===== src/include/prxs_pkg.sv =====
`default_nettype none
package prxs_pkg;
    // Printed offsets are register indices; byte address is four times the index.
    localparam logic [7:0] PRXS_IDX_MIN_PL      = 8'h61;
    localparam logic [7:0] PRXS_IDX_MAX_PL      = 8'h62;
    localparam logic [7:0] PRXS_IDX_FRM_LO      = 8'h63;
    localparam logic [7:0] PRXS_IDX_FRM_HI      = 8'h64;
    localparam logic [7:0] PRXS_IDX_BYTE_LO     = 8'h65;
    localparam logic [7:0] PRXS_IDX_BYTE_HI     = 8'h66;
    localparam logic [7:0] PRXS_IDX_ABORT_LO    = 8'h67;
    localparam logic [7:0] PRXS_IDX_ABORT_HI    = 8'h68;
    localparam logic [7:0] PRXS_IDX_FCS_LO      = 8'h69;
    localparam logic [7:0] PRXS_IDX_FCS_HI      = 8'h6A;
    localparam logic [7:0] PRXS_IDX_OVF         = 8'h6B;
    localparam logic [7:0] PRXS_IDX_CONFIG      = 8'h70;
    localparam logic [7:0] PRXS_IDX_ROLLOVER    = 8'h71;

    localparam logic [7:0]  PRXS_MIN_PL_RST     = 8'h02;
    localparam logic [15:0] PRXS_MAX_PL_RST     = 16'h0600;
    localparam int          PRXS_FRM_W          = 27;
    localparam int          PRXS_BYTE_W         = 29;
    localparam int          PRXS_ABORT_W        = 20;
    localparam int          PRXS_FCS_W          = 20;
    localparam int          PRXS_OVF_W          = 16;

    // Configuration register bits.
    localparam int          PRXS_CFG_SHORT_BIT  = 0;
    localparam int          PRXS_CFG_LONG_BIT   = 1;
    localparam int          PRXS_CFG_ALLB_BIT   = 2;
    localparam logic [2:0]  PRXS_CFG_RST        = 3'h3;

    // Rollover flag positions.
    localparam int          PRXS_RO_FRM         = 0;
    localparam int          PRXS_RO_BYTE        = 1;
    localparam int          PRXS_RO_ABORT       = 2;
    localparam int          PRXS_RO_FCS         = 3;
    localparam int          PRXS_RO_OVF         = 4;

    localparam logic [1:0]  PRXS_RESP_OKAY      = 2'h0;
    localparam logic [1:0]  PRXS_RESP_SLVERR    = 2'h2;

    typedef enum logic [1:0]
    {
        PRXS_FR_IDLE  = 2'b00,
        PRXS_FR_BUSY  = 2'b01,
        PRXS_FR_SKIP  = 2'b10
    } prxs_frame_state_t;
endpackage
`default_nettype wire


===== src/rtl/prxs_counter.sv =====
`timescale 1ns/1ps
`default_nettype none
module prxs_counter
    import prxs_pkg::*;
#(
    parameter int WIDTH = 16,
    parameter int STEPW = 1
)
(
    input  wire logic             clk_sys,
    input  wire logic             reset_n,
    input  wire logic             inc,
    input  wire logic [STEPW-1:0] step,
    input  wire logic             snap,
    output logic      [WIDTH-1:0] held,
    output logic                  rollover
);
    logic [WIDTH-1:0] count_r;
    logic [WIDTH:0]   sum;

    assign sum      = {1'b0, count_r} + {{(WIDTH+1-STEPW){1'b0}}, step};
    assign rollover = inc && sum[WIDTH];

    // A snapshot taking the count in the same cycle as an event keeps that event for the next interval.
    always_ff @(posedge clk_sys or negedge reset_n)
    begin
        if (!reset_n)
            count_r <= '0;  // [RULE8]
        else if (snap)
            count_r <= inc ? sum[WIDTH-1:0] - count_r : '0;  // [RULE7] [RULE8]
        else if (inc)
            count_r <= sum[WIDTH-1:0];  // [RULE21]
    end

    always_ff @(posedge clk_sys or negedge reset_n)
    begin
        if (!reset_n)
            held <= '0;
        else if (snap)
            held <= count_r;  // [RULE7] [RULE21]
    end
endmodule
`default_nettype wire


===== src/rtl/prxs_len_check.sv =====
`timescale 1ns/1ps
`default_nettype none
module prxs_len_check
    import prxs_pkg::*;
(
    input  wire logic        clk_sys,
    input  wire logic        reset_n,
    input  wire logic        start,
    input  wire logic        info_byte,
    input  wire logic [7:0]  min_len,
    input  wire logic [15:0] max_len,
    output logic             too_short,
    output logic             too_long
);
    logic [16:0] len_r;
    logic [16:0] len_now;

    // Start clears, so a byte in the start cycle counts for the new frame.
    assign len_now   = (start ? 17'h0_0000 : len_r) + {16'h0000, info_byte};
    assign too_short = len_r < {9'h000, min_len};  // [RULE2]
    assign too_long  = len_r > {1'b0, max_len};  // [RULE4]

    always_ff @(posedge clk_sys or negedge reset_n)
    begin
        if (!reset_n)
            len_r <= '0;
        else if (!len_r[16] || start)
            len_r <= len_now;
    end
endmodule
`default_nettype wire


===== src/rtl/prxs_stats.sv =====
`timescale 1ns/1ps
`default_nettype none
// Function
// RULE1 - Minimum length register, 8 bits, default two
// RULE2 - Optionally mark packets shorter than minimum
// RULE3 - Maximum length register, 16 bits, default 1536
// RULE4 - Optionally mark packets longer than maximum
// RULE5 - Count good unmarked frames, 27 bits
// RULE6 - Aborted frames never count as good
// RULE7 - Write snapshots counter into buffer, clears it
// RULE8 - Counters cover current interval, reset to zero
// RULE9 - Good count split at bit sixteen
// RULE10 - Count received bytes, 29 bits, split
// RULE11 - Option off: count only good-frame bytes
// RULE12 - Option on: count every stored byte
// RULE13 - Count aborted frames; stored and marked errored
// RULE14 - Aborted count split at bit sixteen
// RULE15 - Count FCS-errored frames; stored and marked
// RULE16 - Count frames lost to FIFO overrun
// RULE17 - Partial or dropped overrun frames both count
// RULE18 - Short packets always stored completely
// RULE19 - Short mark applied only when enabled
// RULE20 - Counter rollover sets flag, cleared by read
// RULE21 - Counters wrap; buffer waits for next snapshot
module prxs_stats
    import prxs_pkg::*;
(
    input  wire logic        clk_sys,
    input  wire logic        reset_n,
    input  wire logic [9:0]  s_axi_awaddr,
    input  wire logic        s_axi_awvalid,
    output logic             s_axi_awready,
    input  wire logic [31:0] s_axi_wdata,
    input  wire logic [3:0]  s_axi_wstrb,
    input  wire logic        s_axi_wvalid,
    output logic             s_axi_wready,
    output logic [1:0]       s_axi_bresp,
    output logic             s_axi_bvalid,
    input  wire logic        s_axi_bready,
    input  wire logic [9:0]  s_axi_araddr,
    input  wire logic        s_axi_arvalid,
    output logic             s_axi_arready,
    output logic [31:0]      s_axi_rdata,
    output logic [1:0]       s_axi_rresp,
    output logic             s_axi_rvalid,
    input  wire logic        s_axi_rready,
    input  wire logic        rx_sof,
    input  wire logic        rx_info_byte,
    input  wire logic        rx_byte_valid,
    input  wire logic        rx_eof,
    input  wire logic        rx_abort,
    input  wire logic        rx_fcs_error,
    input  wire logic        rx_overrun,
    input  wire logic        rx_frame_dropped,
    output logic             rx_mark_errored,
    output logic             rx_store_frame
);
    logic [7:0]        min_len_r;
    logic [15:0]       max_len_r;
    logic [2:0]        cfg_r;
    logic [4:0]        ro_flags_r;
    prxs_frame_state_t fr_state_r;
    logic [9:0]        aw_addr_r;
    logic [31:0]       w_data_r;
    logic              aw_full_r;
    logic              w_full_r;
    logic [9:0]        ar_addr_r;
    logic              ar_full_r;
    logic [15:0]       frame_bytes_r;
    logic              frame_ovr_r;
    logic              too_short;
    logic              too_long;
    logic              len_err;
    logic              frame_bad;
    logic              wr_fire;
    logic              rd_fire;
    logic [7:0]        wr_idx;
    logic [7:0]        rd_idx;
    logic [PRXS_FRM_W-1:0]   frm_held;
    logic [PRXS_BYTE_W-1:0]  byte_held;
    logic [PRXS_ABORT_W-1:0] abort_held;
    logic [PRXS_FCS_W-1:0]   fcs_held;
    logic [PRXS_OVF_W-1:0]   ovf_held;
    logic [4:0]        ro_set;
    logic              end_good;
    logic              count_byte;
    logic [31:0]       rd_word;
    logic              rd_ok;

    function automatic logic [7:0] word_index(input logic [9:0] addr);
        word_index = addr[9:2];
    endfunction

    // Word write with byte lanes for the low sixteen bits.
    function automatic logic [15:0] merge16(input logic [15:0] old, input logic [31:0] d, input logic [3:0] s);
        merge16 = {s[1] ? d[15:8] : old[15:8], s[0] ? d[7:0] : old[7:0]};
    endfunction

    assign wr_fire = aw_full_r && w_full_r && !s_axi_bvalid;
    assign rd_fire = ar_full_r && !s_axi_rvalid;
    assign wr_idx  = word_index(aw_addr_r);
    assign rd_idx  = word_index(ar_addr_r);

    prxs_len_check u_len
    (
        .clk_sys   (clk_sys),
        .reset_n   (reset_n),
        .start     (rx_sof),
        .info_byte (rx_byte_valid && rx_info_byte),
        .min_len   (min_len_r),
        .max_len   (max_len_r),
        .too_short (too_short),
        .too_long  (too_long)
    );

    assign len_err   = (too_short && cfg_r[PRXS_CFG_SHORT_BIT])  // [RULE2] [RULE19]
                     || (too_long && cfg_r[PRXS_CFG_LONG_BIT]);  // [RULE4]
    assign frame_bad = rx_abort || rx_fcs_error || frame_ovr_r || rx_overrun || len_err;  // [RULE13] [RULE15]
    assign end_good  = rx_eof && fr_state_r == PRXS_FR_BUSY && !frame_bad;  // [RULE5] [RULE6]

    // Frame tracking: a dropped overrun frame stores nothing but is still counted.
    always_ff @(posedge clk_sys or negedge reset_n)
    begin
        if (!reset_n)
            fr_state_r <= PRXS_FR_IDLE;
        else if (rx_sof)
            fr_state_r <= rx_frame_dropped ? PRXS_FR_SKIP : PRXS_FR_BUSY;  // [RULE17]
        else if (rx_eof)
            fr_state_r <= PRXS_FR_IDLE;
        else
        begin
            case (fr_state_r)
                PRXS_FR_IDLE: fr_state_r <= PRXS_FR_IDLE;
                PRXS_FR_BUSY: fr_state_r <= PRXS_FR_BUSY;
                PRXS_FR_SKIP: fr_state_r <= PRXS_FR_SKIP;
                default:      fr_state_r <= PRXS_FR_IDLE;
            endcase
        end
    end

    always_ff @(posedge clk_sys or negedge reset_n)
    begin
        if (!reset_n)
            frame_ovr_r <= 1'b0;
        else if (rx_sof)
            frame_ovr_r <= rx_overrun;
        else if (rx_overrun)
            frame_ovr_r <= 1'b1;  // [RULE17]
    end

    // Bytes of the open frame are held back until its verdict when only good bytes count.
    always_ff @(posedge clk_sys or negedge reset_n)
    begin
        if (!reset_n)
            frame_bytes_r <= '0;
        else if (rx_sof || rx_eof)
            frame_bytes_r <= '0;
        else if (rx_byte_valid && frame_bytes_r != 16'hFFFF)
            frame_bytes_r <= frame_bytes_r + 16'h0001;
    end

    always_ff @(posedge clk_sys or negedge reset_n)
    begin
        if (!reset_n)
        begin
            rx_mark_errored <= 1'b0;
            rx_store_frame  <= 1'b0;
        end
        else
        begin
            rx_mark_errored <= rx_eof && frame_bad;  // [RULE13] [RULE15] [RULE19]
            rx_store_frame  <= rx_sof ? !rx_frame_dropped : (rx_eof || fr_state_r != PRXS_FR_SKIP);  // [RULE18]
        end
    end

    assign count_byte = rx_byte_valid && fr_state_r != PRXS_FR_SKIP && cfg_r[PRXS_CFG_ALLB_BIT];  // [RULE12]

    prxs_counter #(.WIDTH(PRXS_FRM_W), .STEPW(1)) u_frm
    (
        .clk_sys  (clk_sys),
        .reset_n  (reset_n),
        .inc      (end_good),  // [RULE5]
        .step     (1'b1),
        .snap     (wr_fire && wr_idx == PRXS_IDX_FRM_HI),  // [RULE7]
        .held     (frm_held),
        .rollover (ro_set[PRXS_RO_FRM])
    );

    prxs_counter #(.WIDTH(PRXS_BYTE_W), .STEPW(17)) u_byte
    (
        .clk_sys  (clk_sys),
        .reset_n  (reset_n),
        .inc      (count_byte || (end_good && !cfg_r[PRXS_CFG_ALLB_BIT])),  // [RULE11] [RULE12]
        .step     (count_byte ? 17'h0_0001 : {1'b0, frame_bytes_r} + {16'h0000, rx_byte_valid}),  // [RULE11]
        .snap     (wr_fire && wr_idx == PRXS_IDX_BYTE_HI),
        .held     (byte_held),
        .rollover (ro_set[PRXS_RO_BYTE])
    );

    prxs_counter #(.WIDTH(PRXS_ABORT_W), .STEPW(1)) u_abort
    (
        .clk_sys  (clk_sys),
        .reset_n  (reset_n),
        .inc      (rx_eof && rx_abort && fr_state_r == PRXS_FR_BUSY),  // [RULE13]
        .step     (1'b1),
        .snap     (wr_fire && wr_idx == PRXS_IDX_ABORT_HI),
        .held     (abort_held),
        .rollover (ro_set[PRXS_RO_ABORT])
    );

    prxs_counter #(.WIDTH(PRXS_FCS_W), .STEPW(1)) u_fcs
    (
        .clk_sys  (clk_sys),
        .reset_n  (reset_n),
        .inc      (rx_eof && rx_fcs_error && !rx_abort && fr_state_r == PRXS_FR_BUSY),  // [RULE15]
        .step     (1'b1),
        .snap     (wr_fire && wr_idx == PRXS_IDX_FCS_HI),
        .held     (fcs_held),
        .rollover (ro_set[PRXS_RO_FCS])
    );

    prxs_counter #(.WIDTH(PRXS_OVF_W), .STEPW(1)) u_ovf
    (
        .clk_sys  (clk_sys),
        .reset_n  (reset_n),
        .inc      (rx_eof && (frame_ovr_r || rx_overrun || fr_state_r == PRXS_FR_SKIP)),  // [RULE16] [RULE17]
        .step     (1'b1),
        .snap     (wr_fire && wr_idx == PRXS_IDX_OVF),
        .held     (ovf_held),
        .rollover (ro_set[PRXS_RO_OVF])
    );

    always_ff @(posedge clk_sys or negedge reset_n)
    begin
        if (!reset_n)
        begin
            min_len_r <= PRXS_MIN_PL_RST;  // [RULE1]
            max_len_r <= PRXS_MAX_PL_RST;  // [RULE3]
            cfg_r     <= PRXS_CFG_RST;
        end
        else if (wr_fire)
        begin
            if (wr_idx == PRXS_IDX_MIN_PL && s_axi_wstrb[0])
                min_len_r <= w_data_r[7:0];  // [RULE1]
            if (wr_idx == PRXS_IDX_MAX_PL)
                max_len_r <= merge16(max_len_r, w_data_r, s_axi_wstrb);  // [RULE3]
            if (wr_idx == PRXS_IDX_CONFIG)
                cfg_r <= w_data_r[2:0];
        end
    end

    // A rollover in the same cycle as the clearing read stays set.
    always_ff @(posedge clk_sys or negedge reset_n)
    begin
        if (!reset_n)
            ro_flags_r <= '0;
        else if (rd_fire && rd_idx == PRXS_IDX_ROLLOVER)
            ro_flags_r <= ro_set;  // [RULE20]
        else
            ro_flags_r <= ro_flags_r | ro_set;  // [RULE20]
    end

    always_comb
    begin
        rd_word = 32'h0000_0000;
        rd_ok   = 1'b1;
        case (rd_idx)
            PRXS_IDX_MIN_PL:   rd_word = {24'h00_0000, min_len_r};
            PRXS_IDX_MAX_PL:   rd_word = {16'h0000, max_len_r};
            PRXS_IDX_FRM_LO:   rd_word = {16'h0000, frm_held[15:0]};  // [RULE9]
            PRXS_IDX_FRM_HI:   rd_word = {21'h00_0000, frm_held[26:16]};  // [RULE9]
            PRXS_IDX_BYTE_LO:  rd_word = {16'h0000, byte_held[15:0]};  // [RULE10]
            PRXS_IDX_BYTE_HI:  rd_word = {19'h0_0000, byte_held[28:16]};  // [RULE10]
            PRXS_IDX_ABORT_LO: rd_word = {16'h0000, abort_held[15:0]};  // [RULE14]
            PRXS_IDX_ABORT_HI: rd_word = {28'h000_0000, abort_held[19:16]};  // [RULE14]
            PRXS_IDX_FCS_LO:   rd_word = {16'h0000, fcs_held[15:0]};
            PRXS_IDX_FCS_HI:   rd_word = {28'h000_0000, fcs_held[19:16]};
            PRXS_IDX_OVF:      rd_word = {16'h0000, ovf_held};
            PRXS_IDX_CONFIG:   rd_word = {29'h0000_0000, cfg_r};
            PRXS_IDX_ROLLOVER: rd_word = {27'h000_0000, ro_flags_r};
            default:           rd_ok   = 1'b0;
        endcase
    end

    // Address and data are latched separately so the master may offer them in either order.
    always_ff @(posedge clk_sys or negedge reset_n)
    begin
        if (!reset_n)
        begin
            aw_full_r     <= 1'b0;
            w_full_r      <= 1'b0;
            aw_addr_r     <= '0;
            w_data_r      <= '0;
            s_axi_awready <= 1'b1;
            s_axi_wready  <= 1'b1;
            s_axi_bvalid  <= 1'b0;
            s_axi_bresp   <= PRXS_RESP_OKAY;
        end
        else
        begin
            if (s_axi_awvalid && s_axi_awready)
            begin
                aw_addr_r     <= s_axi_awaddr;
                aw_full_r     <= 1'b1;
                s_axi_awready <= 1'b0;
            end
            if (s_axi_wvalid && s_axi_wready)
            begin
                w_data_r     <= s_axi_wdata;
                w_full_r     <= 1'b1;
                s_axi_wready <= 1'b0;
            end
            if (wr_fire)
            begin
                s_axi_bvalid <= 1'b1;
                s_axi_bresp  <= ((wr_idx >= PRXS_IDX_MIN_PL && wr_idx <= PRXS_IDX_OVF) || wr_idx == PRXS_IDX_CONFIG)
                                ? PRXS_RESP_OKAY : PRXS_RESP_SLVERR;
                aw_full_r    <= 1'b0;
                w_full_r     <= 1'b0;
            end
            if (s_axi_bvalid && s_axi_bready)
            begin
                s_axi_bvalid  <= 1'b0;
                s_axi_awready <= 1'b1;
                s_axi_wready  <= 1'b1;
            end
        end
    end

    always_ff @(posedge clk_sys or negedge reset_n)
    begin
        if (!reset_n)
        begin
            ar_full_r     <= 1'b0;
            ar_addr_r     <= '0;
            s_axi_arready <= 1'b1;
            s_axi_rvalid  <= 1'b0;
            s_axi_rdata   <= '0;
            s_axi_rresp   <= PRXS_RESP_OKAY;
        end
        else
        begin
            if (s_axi_arvalid && s_axi_arready)
            begin
                ar_addr_r     <= s_axi_araddr;
                ar_full_r     <= 1'b1;
                s_axi_arready <= 1'b0;
            end
            if (rd_fire)
            begin
                s_axi_rvalid <= 1'b1;
                s_axi_rdata  <= rd_word;
                s_axi_rresp  <= rd_ok ? PRXS_RESP_OKAY : PRXS_RESP_SLVERR;
                ar_full_r    <= 1'b0;
            end
            if (s_axi_rvalid && s_axi_rready)
            begin
                s_axi_rvalid  <= 1'b0;
                s_axi_arready <= 1'b1;
            end
        end
    end
endmodule
`default_nettype wire

===== config.mk =====
export PLATFORM = sky130hd
export DESIGN_NAME = prxs_stats
export DESIGN_NICKNAME = d
export VERILOG_FILES = /design/src/include/prxs_pkg.sv /design/src/rtl/prxs_counter.sv /design/src/rtl/prxs_len_check.sv /design/src/rtl/prxs_stats.sv
export SDC_FILE = /design/constraint.sdc
export NUM_CORES = 1
export LEC_CHECK = 0
export BUFFER_PORTS_ARGS = -buffer_cell sky130_fd_sc_hd__buf_2
export CAP_MARGIN = 5
export CORE_MARGIN = 1.5
export CORE_UTILIZATION = 56
export CTS_CLUSTER_SIZE = 30
export DETAILED_ROUTE_END_ITERATION = 10
export GPL_TIMING_DRIVEN = 0
export MAX_ROUTING_LAYER = met4
export PLACE_DENSITY = 0.85
export SYNTH_ARGS = -nofsm -noshare
export SYNTH_HDL_FRONTEND = slang
export SYNTH_HIERARCHICAL = 1
export SYNTH_SLANG_ARGS = --single-unit

===== constraint.sdc =====
create_clock -name clk_sys -period 8.9 [get_ports clk_sys]
set_clock_uncertainty 0.15 [all_clocks]
set_input_delay 0.89 -clock clk_sys [delete_from_list [all_inputs] [get_ports clk_sys]]
set_output_delay 0.89 -clock clk_sys [all_outputs]
set_load 0.05 [all_outputs]

==> results by group, run 1 <==
Run status
  • Status: complete, but fails checks
  • Failing checks: DRC

Timing
  • # setup viols final: 0
  • Hold WS: roughly 180 ps
  • RSZ-0062 raised after global routing: false
  • Normalized max-slew margin: slightly above 40%
  • Fmax: ~140 MHz
  • Tmin final: between 6000 and 7000 ps
  • Least-Margin Pin Slew: roughly 890 ps
  • Hold Fails Final Rpt: 0
  • Pins Over Slew Limit: 0
  • Tcrit/Tclk final: between 70% and 80%
  • Final worst slack: approximately 1900 ps

Detailed routing
  • Vias per cell: about 6.2
  • Via count: about 23000
  • Post-Route WL: around 73000 um
  • Routed WL per cell: about 20 um
  • Drt drc: 2
  • Drt initial violations: ~2100
  • Drt pass-1 iters: 11
  • DRT antenna net count: 0

Yosys
  • Post-Syn Instances: just under 3000
  • #FFs+latches synth: 352
  • Most frequent cell after synthesis: dfrtp_1
  • Top post-synthesis cells by area: dfrtp_1 32%, mux2_2 7.9%, ha_1 7.2%, xnor2_1 4.6%, nand2_1 3.8%
  • Mean Syn Cell Area: 9.20 um^2
  • Cell Area, Synth: 26600 um^2
  • FFs w/ async S/R, synth: 100%
  • Area fraction of the dominant cell type after synthesis: 32.4%
  • Yosys warning count: 6
  • Ys flop type: dfrtp_1
  • Yosys top cell by area: dfrtp_1
  • EDFF count, synth: 0
  • Unique masters post-synth: between 100 and 150
  • Sequential share of the synthesized area: roughly 33%
  • Synth top cells by count: 344 x dfrtp_1, 269 x nand2_1, 191 x inv_1

Die
  • Die area: a little under 50000 um^2
  • Horiz. Die Dim: 221 um
  • Die Y: 221 um
  • Starting Density: between 50% and 60%
  • Core Area: between 40000 and 50000 um^2
  • Rows: 79
  • Ports: about 110

Global route
  • Vias in the first global route: 21800
  • Largest net degree at the start of global routing: roughly 100
  • Initial antenna violation count: 0
  • First-pass GRT wire length: about 120000 um
  • Gr usage total: around 31%
  • Final global-route overflow total: 0

Clock network
  • Root Buffer: clkbuf_16
  • Reg clk slew, reported paths: around 70 ps
  • Htree depth: 2
  • Post-CTS setup buffer count: 0
  • Post-CTS sizing: 0
  • Clock tree buffer depth: 3
  • Clk sinks: roughly 350
  • CTS Buf Count: 40
  • Worst-Skew Late Latency: ~570 ps
  • CTS Hold Bufs: 0
  • CTS tree: yes

Final layout
  • Storage element area: 8820 um^2
  • Syn-to-layout area delta: 10.1%
  • Inserted Diodes: 0
  • Final Instance Count excl. Fillers: ~3700
  • Final net count: between 3000 and 4000
  • Fill count: ~3800
  • Layout cells sized above 1: 17.9%
  • Multi-input logic area: about 16000 um^2
  • Post-Layout Inst Area: approximately 29000 um^2

Power and ir drop
  • Lkg Pwr: between 10 and 15 nW
  • Pwr/cell area: 218 nW/um^2
  • Worst VDD drop: roughly 0.14 mV
  • Overall Power: approximately 6.4 mW

Critical path
  • CP arrival: 7290 ps
  • WS Path Type: in -> reg
  • R2R setup slack: between 2000 and 2500 ps
  • Endpoint class of the critical path: flop
  • Startpoint Class: primary input
  • Crit-path max FO: 10
  • FF-to-FF path depth: 24
  • Required @ worst endpoint: 9230 ps

Worst hold path
  • Hold Path Class: in -> async

Placement
  • Port Buffers: between 70 and 80
  • Post-Place Cells: ~3600
  • DP Wirelength: 54200 um
  • DP Area: between 20000 and 30000 um^2
  • Pre-CTS setup slack: approximately 1500 ps
  • Global placer's final weighted congestion: about 1

Run
  • Max cap viols: 0
-- report_power, final --
part	switching [mW]	total (mW)	internal (mW)
Sequential	0.237	2.05	1.81
Clock	0.722	1.73	1.01
Combinational	1.53	2.58	1.05
-- sequential cells by signal, summed over array words and instances (netlist names), 17 cells and up --
| register | cells |
|---|---|
| u_byte/held | 29 |
| u_frm/count_r | 27 |
| u_fcs/held | 20 |
| u_abort/held | 20 |
| u_frm/held | 27 |
| u_fcs/count_r | 20 |
| u_len/len_r | 17 |
| u_abort/count_r | 20 |
| u_byte/count_r | 29 |
-- layer usage --
metal  wire length (um)  up-vias  global-route usage (%)
li1                   -    10600                       -
met1              31100    11100                    40.6
met2              33100      903                    47.2
met3               5080      206                    4.36
met4               3720        0                    14.3
met5                  0        -                       -
-- layout make-up --
cell class                 instances  share of cell area (%)
timing repair buffer              77                    1.59
inverter                         197                    2.53
tap                              607                    2.60
clock inverter                    19                   0.843
buffer                           163                    2.92
multi-input combinational       2198                    55.5
sequential                       352                    30.2
clock buffer                      52                    3.82
-- cell families after synthesis --
kind of cell    synth area share [%]
buf+inv                         6.00
fa+ha+maj                       7.36
mux                             11.6
flops                           33.2
other cells                   0.0283
simple gates                    18.0
compound gates                  15.9
xor+xnor                        7.88
-- final timing paths --
path	end	from
max	u_byte/count_r[25]	rx_byte_valid
min	u_abort/count_r[13]	reset_n
max reg2reg	u_byte/count_r[25]	fr_state_r[0]
min reg2reg	ro_flags_r[2]	ro_flags_r[2]
max in group asynchronous	max_len_r[10]	reset_n
min in group clk_sys	ro_flags_r[2]	ro_flags_r[2]
-- cells in the final DEF, fill, tap and decap left out, types with 119 or more instances in the layout --
| cell | count |
|---|---|
| xnor2_1 | 138 |
| nor2_1 | 156 |
| dfrtp_1 | 344 |
| inv_1 | 191 |
| nand2_1 | 269 |
| o21ai_0 | 127 |
| mux2_2 | 187 |
| a21oi_1 | 123 |
| ha_1 | 153 |
| nand3_1 | 119 |
-- metrics by stage --
step | TNS, ps | util [%]
after floorplan | 0 | -
after global placement | -16540 | 59.5
after detailed placement | 0 | 59.7
after CTS | 0 | 62.7
after global routing | 0 | 62.7
final | 0 | 62.7
-- critical path, stage by stage --
cell      delay, ps
buf_2           100
clkbuf_1        380
and3_1          230
clkbuf_1        320
clkbuf_1        410
nor2_1          110
ha_1            380
o21ai_0         220
o21ai_0         140
nor2b_1         170
a21boi_0        290
o21a_1          210
o21bai_1         80
a21oi_1         170
xnor2_1         100
ha_1            400
inv_1            90
or4_1           490
o21ai_1         240
a221o_1         260
a31oi_2         170
o311a_4         450
o31ai_4         310
or4b_1          460
o41a_1          140
nand3_1         100
No activity file was read; power rests on OpenSTA's default activity.
==> run 2: changes to the inputs <==
- ABC_AREA: default -> 1
- clock period: 8.9 -> 7.2 ns (I/O delays scaled with it)
==> run 2 against run 1 <==
The run now ends clean; first-iteration DRC count grew 42%; die area up 7.9%; count of clock-buffer cells in the layout shrank 1; final area rose by 7.9%; via count increased by 30%; global-route usage is 5.4 points higher; sequential cell count unchanged; non-clock buffer count is 36 lower; worst setup slack better by 81 ps; total power up 57%; routed wire length up 28%.
==> results by group, run 2 <==
Run status
  • Status: completed

Detailed routing
  • Drt pass-1 iters: 8 (-3)
  • Post-Route WL: 93500 um (+28%)
  • Via count: 29600 (+30%)
  • Drt initial violations: 2957 (+42%)
  • DRT antenna net count: 0 (unchanged)
  • Drt drc: 0 (-2)
  • Vias per cell: 5.64 (-9.4%)
  • Routed WL per cell: 17.8 um (-10%)

Timing
  • RSZ-0062 raised after global routing: false
  • Tcrit/Tclk final: between 70% and 80%
  • Hold Fails Final Rpt: 0 (unchanged)
  • Hold WS: 173 ps (-8.27 ps)
  • Fmax: 193 MHz
  • Tmin final: slightly above 5000 ps
  • Least-Margin Pin Slew: 1330 ps (+443 ps)
  • # setup viols final: 0 (unchanged)
  • Pins Over Slew Limit: 0 (unchanged)
  • Normalized max-slew margin: 10.3% (-30 points)

Yosys
  • Area fraction of the dominant cell type after synthesis: 30.0% (-2.4 points)
  • Yosys top cell by area: dfrtp_1
  • Unique masters post-synth: 60 (-53%)
  • FFs w/ async S/R, synth: 100% (unchanged)
  • Sequential share of the synthesized area: 30.8% (-2.5 points)
  • Yosys warning count: 6 (unchanged)
  • EDFF count, synth: 0 (unchanged)
  • #FFs+latches synth: 352 (unchanged)
  • Synth top cells by count: 1360 x nand2_1, 608 x inv_1, 353 x nand3_1, 353 x nor2_1, 344 x dfrtp_1
  • Top post-synthesis cells by area: dfrtp_1 30%, nand2_1 18%, inv_1 8.0%, ha_1 6.7%, nand3_1 6.2%
  • Ys flop type: dfrtp_1
  • Cell Area, Synth: 28700 um^2 (+8.0%)
  • Post-Syn Instances: 4397 (+52%)
  • Mean Syn Cell Area: 6.52 um^2 (-29%)
  • Most frequent cell after synthesis: nand2_1

Final layout
  • Commonest non-fill, non-tap cell in the layout: nand2_1
  • Top Registers: u_byte/count_r: 29 flops, u_byte/held: 29 flops
  • Syn-to-layout area delta: 10.0% (about the same)
  • Final core utilization: 62.6% (about the same)
  • Layout cells sized above 1: 8.92% (-9.0 points)
  • Final net count: 4767 (+46%)
  • Leading cell types in the layout, fill and taps excluded: 1360 x nand2_1, 608 x inv_1, 353 x nor2_1, 353 x nand3_1, 344 x dfrtp_1

Worst hold path
  • Min-delay src: s_axi_awvalid
  • Hold path endpoint: s_axi_awready
  • Worst hold path depth: 2
  • Hold Path Class: in -> reg

Power and ir drop
  • Worst VDD drop: 0.222 mV (+58%)
  • Pwr/cell area: 317 nW/um^2 (+45%)
  • Lkg Pwr: 16.5 nW (+25%)

Die
  • Die area: 52600 um^2 (+7.9%)
  • Horiz. Die Dim: 229 um (+3.9%)
  • Core Area: 50400 um^2 (+8.0%)
  • Rows: 82 (+3.8%)
  • Ports: 114 (unchanged)
  • Die Y: 229 um (+3.9%)
  • Starting Density: 56.9% (about the same)

Critical path
  • Worst path max stage delay: 490 ps (about the same)
  • CP arrival: 5480 ps (-1810 ps)
  • Critical path's slowest cell: nor3_2
  • Reg2reg end: u_byte/count_r[25]
  • Required @ worst endpoint: 7500 ps (-1730 ps)
  • Delay-heaviest family, CP: simple AND/OR/NAND/NOR gates
  • Endpoint class of the critical path: flop
  • Bufs and invs on worst path: 3 (-2)
  • FF-to-FF path depth: 26 (+8.3%)
  • Crit-path max FO: 10 (unchanged)
  • Most frequent CP cell: nand2_1
  • WS Path Type: reg -> reg
  • Startpoint Class: flop
  • Reg2Reg Launch Point: cfg_r[2]
  • R2R setup slack: 2020 ps (-190 ps)

Global route
  • Initial antenna violation count: 1 (+1)
  • Largest net degree at the start of global routing: 118 (+20%)
  • First-pass GRT wire length: 147000 um (+27%)
  • Gr usage total: 36.3% (+5.4 points)
  • Final global-route overflow total: 0 (unchanged)
  • Vias in the first global route: 27700 (+27%)

Placement
  • Port Buffers: 73 (unchanged)
  • DP Wirelength: 73100 um (+35%)
  • Global placer's final weighted congestion: 0.991 (-0.83%)

Clock network
  • Root Buffer: clkbuf_16
  • Reg clk slew, reported paths: 70 ps (about the same)
  • Worst-Skew Late Latency: 580 ps (about the same)
  • Clock tree buffer depth: 3 (unchanged)
  • CTS Buf Count: 42 (+5.0%)
  • CTS tree: yes
  • Clk sinks: 352 (unchanged)
  • Htree depth: 2 (unchanged)

Run
  • Max cap viols: 0 (unchanged)
run 2: worst max-delay path by stage:
stage | start | endpoint | slack [ps] | cells past startpoint
after floorplan | rx_byte_valid | u_byte/count_r[25] | 2700 | 24
after global placement | reset_n | u_fcs/count_r[15] | -1770 | 1
after detailed placement | rx_byte_valid | u_byte/count_r[25] | 1750 | 27
after CTS | cfg_r[2] | u_byte/count_r[25] | 2140 | 26
after global routing | cfg_r[2] | u_byte/count_r[25] | 1650 | 26
final | cfg_r[2] | u_byte/count_r[25] | 2020 | 26
run 2: metrics by stage:
| step | TNS [ps] | worst slack (ps) | instance area [um^2] | instances | power [mW] |
|---|---|---|---|---|---|
| 6_report | 0 | 2020 | 31500 | 5247 | 9.98 |
| 5_1_grt | 0 | 1650 | 31500 | 5247 | 10.7 |
| 4_1_cts | 0 | 2140 | 31500 | 5246 | 9.88 |
| 3_5_place_dp | 0 | 1750 | 30100 | 5168 | 7.53 |
| 3_3_place_gp | -586350 | -1770 | 30000 | 5165 | 7.47 |
| 2_1_floorplan | 0 | 2700 | 28800 | 4420 | 6.27 |
run 2: layout make-up:
cell class	count	area, um^2
Fill cell	4767	18800
Antenna cell	1	2.50
Tap cell	672	841
Multi-Input combinational cell	3297	16900
Inverter	644	2420
Sequential cell	352	8820
Buffer	127	656
Clock inverter	26	323
Timing Repair Buffer	77	468
Clock buffer	51	1150
run 2: worst register-to-register path, stage by stage (launching register included):
cell	delay (ps)
dfrtp_1	430
inv_1	110
nor3_2	490
inv_1	320
o21ai_1	170
a21oi_1	70
ha_1	360
nand2_1	100
nand3_1	210
a21oi_1	280
inv_1	70
nand2_1	80
a31oi_1	100
xor2_1	200
ha_1	380
nand2_1	100
nor2_1	130
nor3b_1	340
nand4_1	160
nand3_1	210
nand2_1	90
nand3_2	110
nand3_1	100
nand3_1	90
nand3_1	70
nand2_1	70
nand2_1	50
run 2: repair_timing:
action	CTS	global route
setup buffers	0	0
hold buffers	1	0
hold endpoints to repair	6	0
gates resized for setup	0	0
run 2: cell families after synthesis:
kind of cell               after synthesis  share of synthesized area (%)
and+or+nand+nor                       2340                           35.5
buffers and inverters                  771                           10.7
AOI/OAI and AO/OA                      645                           12.1
DFF                                    352                           30.8
adders and majority gates              155                           6.82
xor gates and xnor gates               130                           3.97
other                                    2                         0.0262
muxes                                    2                         0.0698
run 2: routing by layer:
layer | GRT usage (%) | share of wire [%] | vias to the layer above
met2 | 57.0 | 45 | 1317
met5 | - | 0 | -
met1 | 47.8 | 43 | 13700
met4 | 13.7 | 3.9 | 0
met3 | 4.77 | 7.8 | 221
li1 | - | - | 14300
run 2: where the power goes:
part           total, mW  switching (mW)  leakage (nW)  internal, mW
combinational       4.84            3.40          11.2          1.45
sequential          2.84           0.442          4.58          2.40
clock               2.30           0.941         0.711          1.36
total               9.98            4.78          16.5          5.21
